### src/common/decode_pkg.sv
/*
 * Shared constants and types for the host cycle address decoder:
 * register indices, reset values, address ranges and route targets.
 * Assumes a 32-bit host address and a 16-bit I/O port space.
 */
`default_nettype none
package decode_pkg;

    // register port
    localparam int REG_AW = 4;
    localparam int REG_DW = 32;
    localparam logic [3:0] REG_FW_EN = 4'h0;
    localparam logic [3:0] REG_FW_EN_TWO = 4'h1;
    localparam logic [3:0] REG_CTRL = 4'h2;
    localparam logic [3:0] REG_TOM = 4'h3;
    localparam logic [3:0] REG_LAN_BASE = 4'h4;
    localparam logic [3:0] REG_STATUS = 4'h5;
    localparam logic [3:0] REG_ROUTED = 4'h6;
    localparam logic [3:0] REG_DEFAULTED = 4'h7;

    // reset values
    localparam logic [7:0] FW_EN_RST = 8'hFF;
    localparam logic [7:0] FW_EN_TWO_RST = 8'h0F;
    localparam logic [31:0] TOM_RST = 32'h0010_0000;
    localparam logic [31:0] LAN_BASE_RST = 32'h0000_0000;

    // control bit positions
    localparam int CTRL_IDE_PRI = 0;
    localparam int CTRL_IDE_SEC = 1;
    localparam int CTRL_F0_DIS = 2;
    localparam int CTRL_LAN_EN = 3;
    localparam int CTRL_W = 4;

    // firmware window layout
    localparam int FW_LOW_WINDOWS = 7;
    localparam int FW_LEGACY_BIT = 7;
    localparam int FW_TWO_WINDOWS = 4;
    localparam logic [31:0] FW_HI_BASE = 32'hFFC0_0000;
    localparam logic [31:0] FW_LO_BASE = 32'hFF80_0000;
    localparam logic [31:0] FW_STEP = 32'h0008_0000;
    localparam logic [31:0] FW2_HI_BASE = 32'hFF40_0000;
    localparam logic [31:0] FW2_LO_BASE = 32'hFF00_0000;
    localparam logic [31:0] FW2_STEP = 32'h0010_0000;
    localparam logic [31:0] FW_TOP_LO = 32'hFFF8_0000;
    localparam logic [31:0] FW_MID_LO = 32'hFFB8_0000;
    localparam logic [31:0] FW_MID_HI = 32'hFFBF_FFFF;
    localparam logic [31:0] FW_LEG_LO = 32'h000E_0000;
    localparam logic [31:0] FW_LEG_HI = 32'h000F_FFFF;

    // memory ranges
    localparam logic [31:0] MEM_LOW_HI = 32'h000D_FFFF;
    localparam logic [31:0] MEM_HIGH_LO = 32'h0010_0000;
    localparam logic [31:0] APIC_LO = 32'hFEC0_0000;
    localparam logic [31:0] APIC_HI = 32'hFEC0_0100;

    // i/o ports
    localparam logic [15:0] IO_DMA_A_LO = 16'h0090;
    localparam logic [15:0] IO_DMA_A_HI = 16'h0091;
    localparam logic [15:0] IO_RST_A = 16'h0092;
    localparam logic [15:0] IO_DMA_B_LO = 16'h0093;
    localparam logic [15:0] IO_DMA_B_HI = 16'h009F;
    localparam logic [15:0] IO_PIC_LO = 16'h00A0;
    localparam logic [15:0] IO_PIC_HI = 16'h00BD;
    localparam int IO_PIC_GAP_BIT = 1;
    localparam logic [15:0] IO_PM_LO = 16'h00B2;
    localparam logic [15:0] IO_PM_HI = 16'h00B3;
    localparam logic [15:0] IO_DMA_C_LO = 16'h00C0;
    localparam logic [15:0] IO_DMA_C_HI = 16'h00D1;
    localparam logic [15:0] IO_DMA_W_LO = 16'h00D2;
    localparam logic [15:0] IO_DMA_W_HI = 16'h00DD;
    localparam logic [15:0] IO_DMA_D_LO = 16'h00DE;
    localparam logic [15:0] IO_DMA_D_HI = 16'h00DF;
    localparam logic [15:0] IO_F0 = 16'h00F0;
    localparam logic [15:0] IO_IDE_PRI_LO = 16'h0170;
    localparam logic [15:0] IO_IDE_PRI_HI = 16'h0177;
    localparam logic [15:0] IO_IDE_PRI_CTL = 16'h0376;
    localparam logic [15:0] IO_IDE_SEC_LO = 16'h01F0;
    localparam logic [15:0] IO_IDE_SEC_HI = 16'h01F7;
    localparam logic [15:0] IO_IDE_SEC_CTL = 16'h03F6;
    localparam logic [15:0] IO_ELCR_LO = 16'h04D0;
    localparam logic [15:0] IO_ELCR_HI = 16'h04D1;
    localparam logic [15:0] IO_RST_B = 16'h0CF9;

    typedef enum logic [3:0] {
        TGT_NONE = 4'h0,
        TGT_DMA = 4'h1,
        TGT_INTR = 4'h2,
        TGT_RESET = 4'h3,
        TGT_POWER = 4'h4,
        TGT_PROC_IF = 4'h5,
        TGT_IDE = 4'h6,
        TGT_LPC = 4'h7,
        TGT_PCI = 4'h8,
        TGT_MAIN_MEM = 4'h9,
        TGT_FIRMWARE_HUB = 4'hA,
        TGT_IO_INTERRUPT_ROUTER = 4'hB,
        TGT_LAN = 4'hC
    } target_t;

    typedef struct packed {
        logic valid;
        logic is_io;
        logic is_write;
        logic [31:0] addr;
    } host_cycle_t;

    typedef struct packed {
        logic valid;
        logic claimed;
        target_t target;
    } route_t;

    typedef struct packed {
        logic [REG_AW-1:0] addr;
        logic [REG_DW-1:0] wdata;
        logic wr;
        logic rd;
    } reg_req_t;

endpackage : decode_pkg
`default_nettype wire

### src/rtl/host_cycle_address_decoder.sv
/*
 * Host cycle address decoder: classifies each host I/O or memory
 * cycle and names the unit or bus that takes it, plus its
 * software-visible decode enables.
 * Assumes cycles and register strobes are synchronous to clock_in;
 * a cycle is presented for one clock and its route comes back one
 * clock later.
 */
`default_nettype none
module host_cycle_address_decoder
    import decode_pkg::*;
#(
    parameter int LAN_SIZE_LOG2 = 12,
    parameter int COUNT_W = 16
) (
    // clock and reset
    input wire logic clock_in,
    input wire logic reset_in,
    // host cycles
    input wire host_cycle_t host_cycle_in,
    // route result
    output var route_t route_out,
    // register port
    input wire reg_req_t reg_req_in,
    output logic [REG_DW-1:0] reg_rdata_out
);

    if (LAN_SIZE_LOG2 < 4 || LAN_SIZE_LOG2 > 31) begin : g_bad_lan
        $error("LAN_SIZE_LOG2 must lie in 4..31");
    end
    if (COUNT_W < 1 || COUNT_W > REG_DW) begin : g_bad_count
        $error("COUNT_W must lie in 1..32");
    end

    localparam logic [31:0] LAN_MASK =
        ~((32'h0000_0001 << LAN_SIZE_LOG2) - 32'h0000_0001);

    typedef struct packed {
        logic [7:0] fw_en;
        logic [7:0] fw_en_two;
        logic [CTRL_W-1:0] ctrl;
        logic [31:0] top_of_memory_limit;
        logic [31:0] lan_base;
        target_t last_target;
        logic [COUNT_W-1:0] routed;
        logic [COUNT_W-1:0] defaulted;
        route_t route;
        logic [REG_DW-1:0] rdata;
    } state_t;

    state_t state_q;
    state_t state_d;

    // firmware window hits, one per enable bit below the legacy bit
    logic [FW_LOW_WINDOWS-1:0] fw_hit;
    logic [FW_TWO_WINDOWS-1:0] fw_two_hit;
    logic [31:0] a;

    assign a = host_cycle_in.addr;

    for (genvar n = 0; n < FW_LOW_WINDOWS; n++) begin : g_fw
        localparam logic [31:0] HI_B = FW_HI_BASE + FW_STEP * n;
        localparam logic [31:0] LO_B = FW_LO_BASE + FW_STEP * n;
        assign fw_hit[n] = state_q.fw_en[n] &&
            ((a >= HI_B && a <= HI_B + FW_STEP - 32'h1) ||
             (a >= LO_B && a <= LO_B + FW_STEP - 32'h1));
    end

    for (genvar n = 0; n < FW_TWO_WINDOWS; n++) begin : g_fw_two
        localparam logic [31:0] HI_B = FW2_HI_BASE + FW2_STEP * n;
        localparam logic [31:0] LO_B = FW2_LO_BASE + FW2_STEP * n;
        assign fw_two_hit[n] = state_q.fw_en_two[n] &&
            ((a >= HI_B && a <= HI_B + FW2_STEP - 32'h1) ||
             (a >= LO_B && a <= LO_B + FW2_STEP - 32'h1));
    end

    function automatic logic in_io(input logic [15:0] p,
                                   input logic [15:0] lo,
                                   input logic [15:0] hi);
        in_io = (p >= lo) && (p <= hi);
    endfunction : in_io

    // i/o decode; reserved reads fall through to the default bus
    function automatic target_t io_target(input logic [15:0] p,
                                          input logic wr,
                                          input logic [CTRL_W-1:0] c);
        target_t t;
        t = TGT_PCI;
        if (in_io(p, IO_DMA_A_LO, IO_DMA_A_HI)) begin
            t = TGT_DMA;
        end else if (p == IO_RST_A) begin
            t = TGT_RESET;
        end else if (in_io(p, IO_DMA_B_LO, IO_DMA_B_HI)) begin
            t = TGT_DMA;
        end else if (in_io(p, IO_PM_LO, IO_PM_HI)) begin
            t = TGT_POWER;
        end else if (in_io(p, IO_PIC_LO, IO_PIC_HI)) begin
            // pairs every four ports; the odd pairs are holes
            if (!p[IO_PIC_GAP_BIT]) begin
                t = TGT_INTR;
            end
        end else if (in_io(p, IO_DMA_C_LO, IO_DMA_C_HI)) begin
            t = TGT_DMA;
        end else if (in_io(p, IO_DMA_W_LO, IO_DMA_W_HI)) begin
            // write-only registers: reads are not ours
            if (wr) begin
                t = TGT_DMA;
            end
        end else if (in_io(p, IO_DMA_D_LO, IO_DMA_D_HI)) begin
            t = TGT_DMA;
        end else if (p == IO_F0) begin
            if (wr) begin
                t = TGT_PROC_IF;
            end else if (c[CTRL_F0_DIS]) begin
                t = TGT_NONE;
            end else begin
                t = TGT_LPC;
            end
        end else if (in_io(p, IO_IDE_PRI_LO, IO_IDE_PRI_HI) ||
                     p == IO_IDE_PRI_CTL) begin
            if (c[CTRL_IDE_PRI]) begin
                t = TGT_IDE;
            end
        end else if (in_io(p, IO_IDE_SEC_LO, IO_IDE_SEC_HI) ||
                     p == IO_IDE_SEC_CTL) begin
            if (c[CTRL_IDE_SEC]) begin
                t = TGT_IDE;
            end
        end else if (in_io(p, IO_ELCR_LO, IO_ELCR_HI)) begin
            t = TGT_INTR;
        end else if (p == IO_RST_B) begin
            t = TGT_RESET;
        end
        return t;
    endfunction : io_target

    // memory decode: fixed internal windows first, then firmware,
    // then the relocatable lan window, then dram and legacy firmware, else the default
    function automatic target_t mem_target(input logic [31:0] m,
                                           input state_t s,
                                           input logic fw_any);
        target_t t;
        t = TGT_PCI;
        if (m >= APIC_LO && m <= APIC_HI) begin
            t = TGT_IO_INTERRUPT_ROUTER;
        end else if (m >= FW_TOP_LO) begin
            t = TGT_FIRMWARE_HUB;
        end else if (m >= FW_MID_LO && m <= FW_MID_HI) begin
            t = TGT_FIRMWARE_HUB;
        end else if (fw_any) begin
            t = TGT_FIRMWARE_HUB;
        end else if (s.ctrl[CTRL_LAN_EN] &&
                     (m & LAN_MASK) == (s.lan_base & LAN_MASK)) begin
            t = TGT_LAN;
        end else if (m <= MEM_LOW_HI) begin
            t = TGT_MAIN_MEM;
        end else if (m >= FW_LEG_LO && m <= FW_LEG_HI) begin
            if (s.fw_en[FW_LEGACY_BIT]) begin
                t = TGT_FIRMWARE_HUB;
            end
        end else if (m >= MEM_HIGH_LO && m < s.top_of_memory_limit) begin
            t = TGT_MAIN_MEM;
        end
        return t;
    endfunction : mem_target

    target_t tgt;

    always_comb begin
        if (host_cycle_in.is_io) begin
            tgt = io_target(a[15:0], host_cycle_in.is_write,
                            state_q.ctrl);
        end else begin
            tgt = mem_target(a, state_q, |{fw_hit, fw_two_hit});
        end
    end

    always_comb begin
        state_d = state_q;
        state_d.route.valid = 1'b0;
        state_d.rdata = '0;

        // route result: one clock after the cycle
        if (host_cycle_in.valid) begin
            state_d.route.valid = 1'b1;
            state_d.route.target = tgt;
            state_d.route.claimed = (tgt != TGT_NONE);
            state_d.last_target = tgt;
            state_d.routed = state_q.routed + 1'b1;
            if (tgt == TGT_PCI) begin
                state_d.defaulted = state_q.defaulted + 1'b1;
            end
        end

        // register writes; counters clear on any write to them
        if (reg_req_in.wr) begin
            case (reg_req_in.addr)
                REG_FW_EN: begin
                    state_d.fw_en = reg_req_in.wdata[7:0];
                end
                REG_FW_EN_TWO: begin
                    state_d.fw_en_two = {4'h0,
                        reg_req_in.wdata[FW_TWO_WINDOWS-1:0]};
                end
                REG_CTRL: begin
                    state_d.ctrl = reg_req_in.wdata[CTRL_W-1:0];
                end
                REG_TOM: begin
                    state_d.top_of_memory_limit = reg_req_in.wdata;
                end
                REG_LAN_BASE: begin
                    state_d.lan_base = reg_req_in.wdata & LAN_MASK;
                end
                REG_ROUTED: begin
                    state_d.routed = '0;
                end
                REG_DEFAULTED: begin
                    state_d.defaulted = '0;
                end
                default: begin
                end
            endcase
        end

        // register reads; unmapped indices read zero
        if (reg_req_in.rd) begin
            case (reg_req_in.addr)
                REG_FW_EN: begin
                    state_d.rdata = {24'h0, state_q.fw_en};
                end
                REG_FW_EN_TWO: begin
                    state_d.rdata = {24'h0, state_q.fw_en_two};
                end
                REG_CTRL: begin
                    state_d.rdata = {{(REG_DW-CTRL_W){1'b0}},
                                     state_q.ctrl};
                end
                REG_TOM: begin
                    state_d.rdata = state_q.top_of_memory_limit;
                end
                REG_LAN_BASE: begin
                    state_d.rdata = state_q.lan_base;
                end
                REG_STATUS: begin
                    state_d.rdata = {28'h0, state_q.last_target};
                end
                REG_ROUTED: begin
                    state_d.rdata = REG_DW'(state_q.routed);
                end
                REG_DEFAULTED: begin
                    state_d.rdata = REG_DW'(state_q.defaulted);
                end
                default: begin
                    state_d.rdata = '0;
                end
            endcase
        end
    end

    always_ff @(posedge clock_in) begin
        if (reset_in) begin
            state_q.fw_en <= FW_EN_RST;
            state_q.fw_en_two <= FW_EN_TWO_RST;
            state_q.ctrl <= '0;
            state_q.top_of_memory_limit <= TOM_RST;
            state_q.lan_base <= LAN_BASE_RST;
            state_q.last_target <= TGT_NONE;
            state_q.routed <= '0;
            state_q.defaulted <= '0;
            state_q.route <= '0;
            state_q.rdata <= '0;
        end else begin
            state_q <= state_d;
        end
    end

    assign route_out = state_q.route;
    assign reg_rdata_out = state_q.rdata;

endmodule : host_cycle_address_decoder
`default_nettype wire

### config.mk
export PLATFORM = sky130hd
export DESIGN_NAME = host_cycle_address_decoder
export DESIGN_NICKNAME = d
export VERILOG_FILES = /design/src/common/decode_pkg.sv /design/src/rtl/host_cycle_address_decoder.sv
export SDC_FILE = /design/constraint.sdc
export NUM_CORES = 1
export LEC_CHECK = 0
export ABC_CLOCK_PERIOD_IN_PS = 3350
export CAP_MARGIN = 40
export CORE_ASPECT_RATIO = 0.5
export CORE_MARGIN = 5
export CORE_UTILIZATION = 55
export DETAILED_ROUTE_END_ITERATION = 8
export DONT_BUFFER_PORTS = 1
export PLACE_DENSITY = 0.7
export SLEW_MARGIN = 25
export SYNTH_ARGS = -nofsm -noshare
export SYNTH_HDL_FRONTEND = slang
export SYNTH_SLANG_ARGS = --single-unit
export TNS_END_PERCENT = 30
### constraint.sdc
create_clock -name clock_in -period 3.35 [get_ports clock_in]
set_clock_uncertainty 0.1 [all_clocks]
set_input_delay 0.1675 -clock clock_in [delete_from_list [all_inputs] [get_ports clock_in]]
set_output_delay 0.1675 -clock clock_in [all_outputs]
set_load 0.01 [all_outputs]
==> reports/qor.csv <==
metric;value;unit
outcome;finished, final reports clean;
post-cts repair resize count;0;
Die ar.;16000;µm²
TritonCTS Buffers;17;
Max-Cap Viols;0;
Layout Cells excl Fill;1092;
GRT Util Overall;27.3;%
Clock Path Buffers;2;
Crit-path slowest cell;or4_1;
Pre-Repair DR Iteration Count;5;
DR WL/cell;20.4;µm
VDD IR max;0.000297;V
leakage power;0.00288;µW
Worst setup EP type;flop;
Yosys Warn Count;0;
f_max;321;MHz
initial DRC count;682;
CTS tree;yes;
Worst EP arrival;3.36;ns
Synth Net Count;1026;
n_diodes;0;
most common cell after layout, fill and taps aside;nand2_1;
layout cell share with drive strength beyond 1;6.94;%
largest net degree at the start of global routing;76;
Final min period;3.11;ns
TNS Setup;0;ns
Vias per Instance;6.18;
CP max FO;30;
CP required;3.59;ns
routed vias;6754;
# setup viols final;0;
ys flop type;dfxtp_1;
Hold-fix buffers, CTS;41;
vias in the first global route;6339;
total congestion overflow;0;
Mapped Area;7390;µm²
gpl congestion;0.947;
Root Driver;clkbuf_16;
RSZ-0062 raised after global routing;no;
Worst slew margin;51.0;%
global-route wire length before repair;34.7;mm
sequential area share after synthesis;37.4;%
worst setup path class;reg -> reg;
Syn Inst Count;918;
cell mode on critical path;o21ai_0;
Layout area overhead;11.8;%
worst slack, placed;0.310;ns
crit share post-route;92.9;%
drt total wl;22.2;mm
clk sinks;138;
row cnt;29;
core area;12900;µm²
post-route setup slack;0.237;ns
I/O pins;113;
Cell Chain, Critical Path;inv_1 > ha_1 > nand2_1 > o21ai_0 > a2111oi_0 > buf_4 > a221oi_1 > o21ai_0 > o221a_2 > buf_12 > or4_1 > a21oi_1;
clk slew on worst S/H paths;0.07;ns
placed insts;1016;
Filler Cells Inserted;1135;
number of synthesized flops with an enable pin;0;
Final Max Tran Viols;0;
insertion delay to the later sink of the worst-skew pair;0.43;ns
Slew @ Worst Pin;0.733;ns
Die W;174;µm
antenna-violating nets left;0;
most frequent cells in the layout;nand2_1 (154), dfxtp_1 (138), a21oi_1 (101), nor2_1 (61), inv_1 (43);
Max stage delay on crit path;0.51;ns
Post-CTS Setup Inserts;0;
Die Height;92.0;µm
#FFs+latches synth;138;
Final nets;1017;
Final Hold Vio Count;0;
DRC viols;0;
pwr dens;458;nW/µm²
initial core utilization;57.2;%
Mean Syn Cell Area;8.05;µm²
worst min path class;in -> reg;
PnR Total Power;3780;µW
Post-synth ARST share;0;%
synth unique cells;67;
initial antenna violation count;0;
area of the multi-input gates;4000;µm²
Port Buffers;0;
startpoint types;flop;
hpwl dp;15.8;mm
htree depth;4;
Reg area;2760;µm²
worst hold slack;0.0000633;ns
==> metrics by stage <==
step	area (µm²)	util, %
detailed placement	7240	56.1
CTS	8230	63.7
global placement	7240	56.1
finish	8260	63.9
floorplan	7390	-
global route	8260	63.9
==> cells in the mapped netlist (4+ instances only) <==
cell | n | area [µm²]
nand4_1 | 13 | 81.3
nand3_1 | 24 | 120
o31ai_1 | 11 | 82.6
ha_1 | 33 | 413
nand2b_1 | 6 | 37.5
clkbuf_1 | 39 | 146
nand2_1 | 154 | 578
nor4_1 | 13 | 81.3
xnor2_1 | 6 | 52.6
a22oi_1 | 40 | 300
nor3_1 | 14 | 70.1
mux2i_1 | 9 | 90.1
and4_1 | 4 | 35.0
or3_1 | 5 | 31.3
inv_1 | 43 | 161
nand3b_1 | 4 | 30.0
a211o_1 | 11 | 96.3
o21ai_0 | 19 | 95.1
a21oi_1 | 101 | 505
and3_1 | 20 | 125
nor2_1 | 61 | 229
dfxtp_1 | 138 | 2760
o211ai_1 | 6 | 45.0
or4_1 | 16 | 120
buf_4 | 38 | 285
xor2_1 | 25 | 219
==> sequential cells by signal (all words and copies together) (netlist names) <==
register / flops
state_q: 100
route_out: 6
reg_rdata_out: 32
==> worst max-delay path: cells and delay by family (launching register included) <==
kind / cells / cell delay (ns)
DFF: 1 / 0.35
adders and majority gates: 1 / 0.29
and+or+nand+nor: 2 / 0.58
buffers and inverters: 3 / 0.38
AOI/OAI and AO/OA: 6 / 1.32
==> routing by layer <==
metal | track usage [%] | routed length (µm)
met1 | 36.6 | 9700
met2 | 42.1 | 9800
met3 | 10.0 | 2400
met4 | 6.65 | 333
met5 | 0 | 0
==> path summary, 6_finish.rpt <==
kind	startpoint	endpoint	slack [ns]	depth (start not counted)
min reg2reg	state_q[122]	state_q[122]	0.37	2
min	reset_in	route_out[3]	0.00006	2
max reg2reg	state_q[133]	state_q[45]	0.24	12
max	state_q[133]	state_q[45]	0.24	12
==> kinds of logic after synthesis <==
logic type / Yosys count / share of synthesized area, %
multiplexers: 14 / 2.29
XOR/XNOR: 31 / 3.67
buffers and inverters: 127 / 8.64
adder cells (fa/ha/maj): 33 / 5.59
flip-flops: 138 / 37.4
AO/OA/AOI/OAI: 220 / 19.2
AND/OR/NAND/NOR: 355 / 23.2
==> final cells by class <==
cell class                      count  area share, %
Tap cell                          170           2.57
Multi-Input combinational cell    653           48.5
Inverter                           43           1.95
Clock inverter                     14           1.54
Clock buffer                       18           5.20
Sequential cell                   138           33.4
Timing Repair Buffer               56           6.82
==> where the power goes <==
part / switching, µW / internal (µW)
combinational: 161 / 126
clock: 830 / 978
sequential: 24.4 / 1660
No activity file was read; power rests on OpenSTA's default activity.
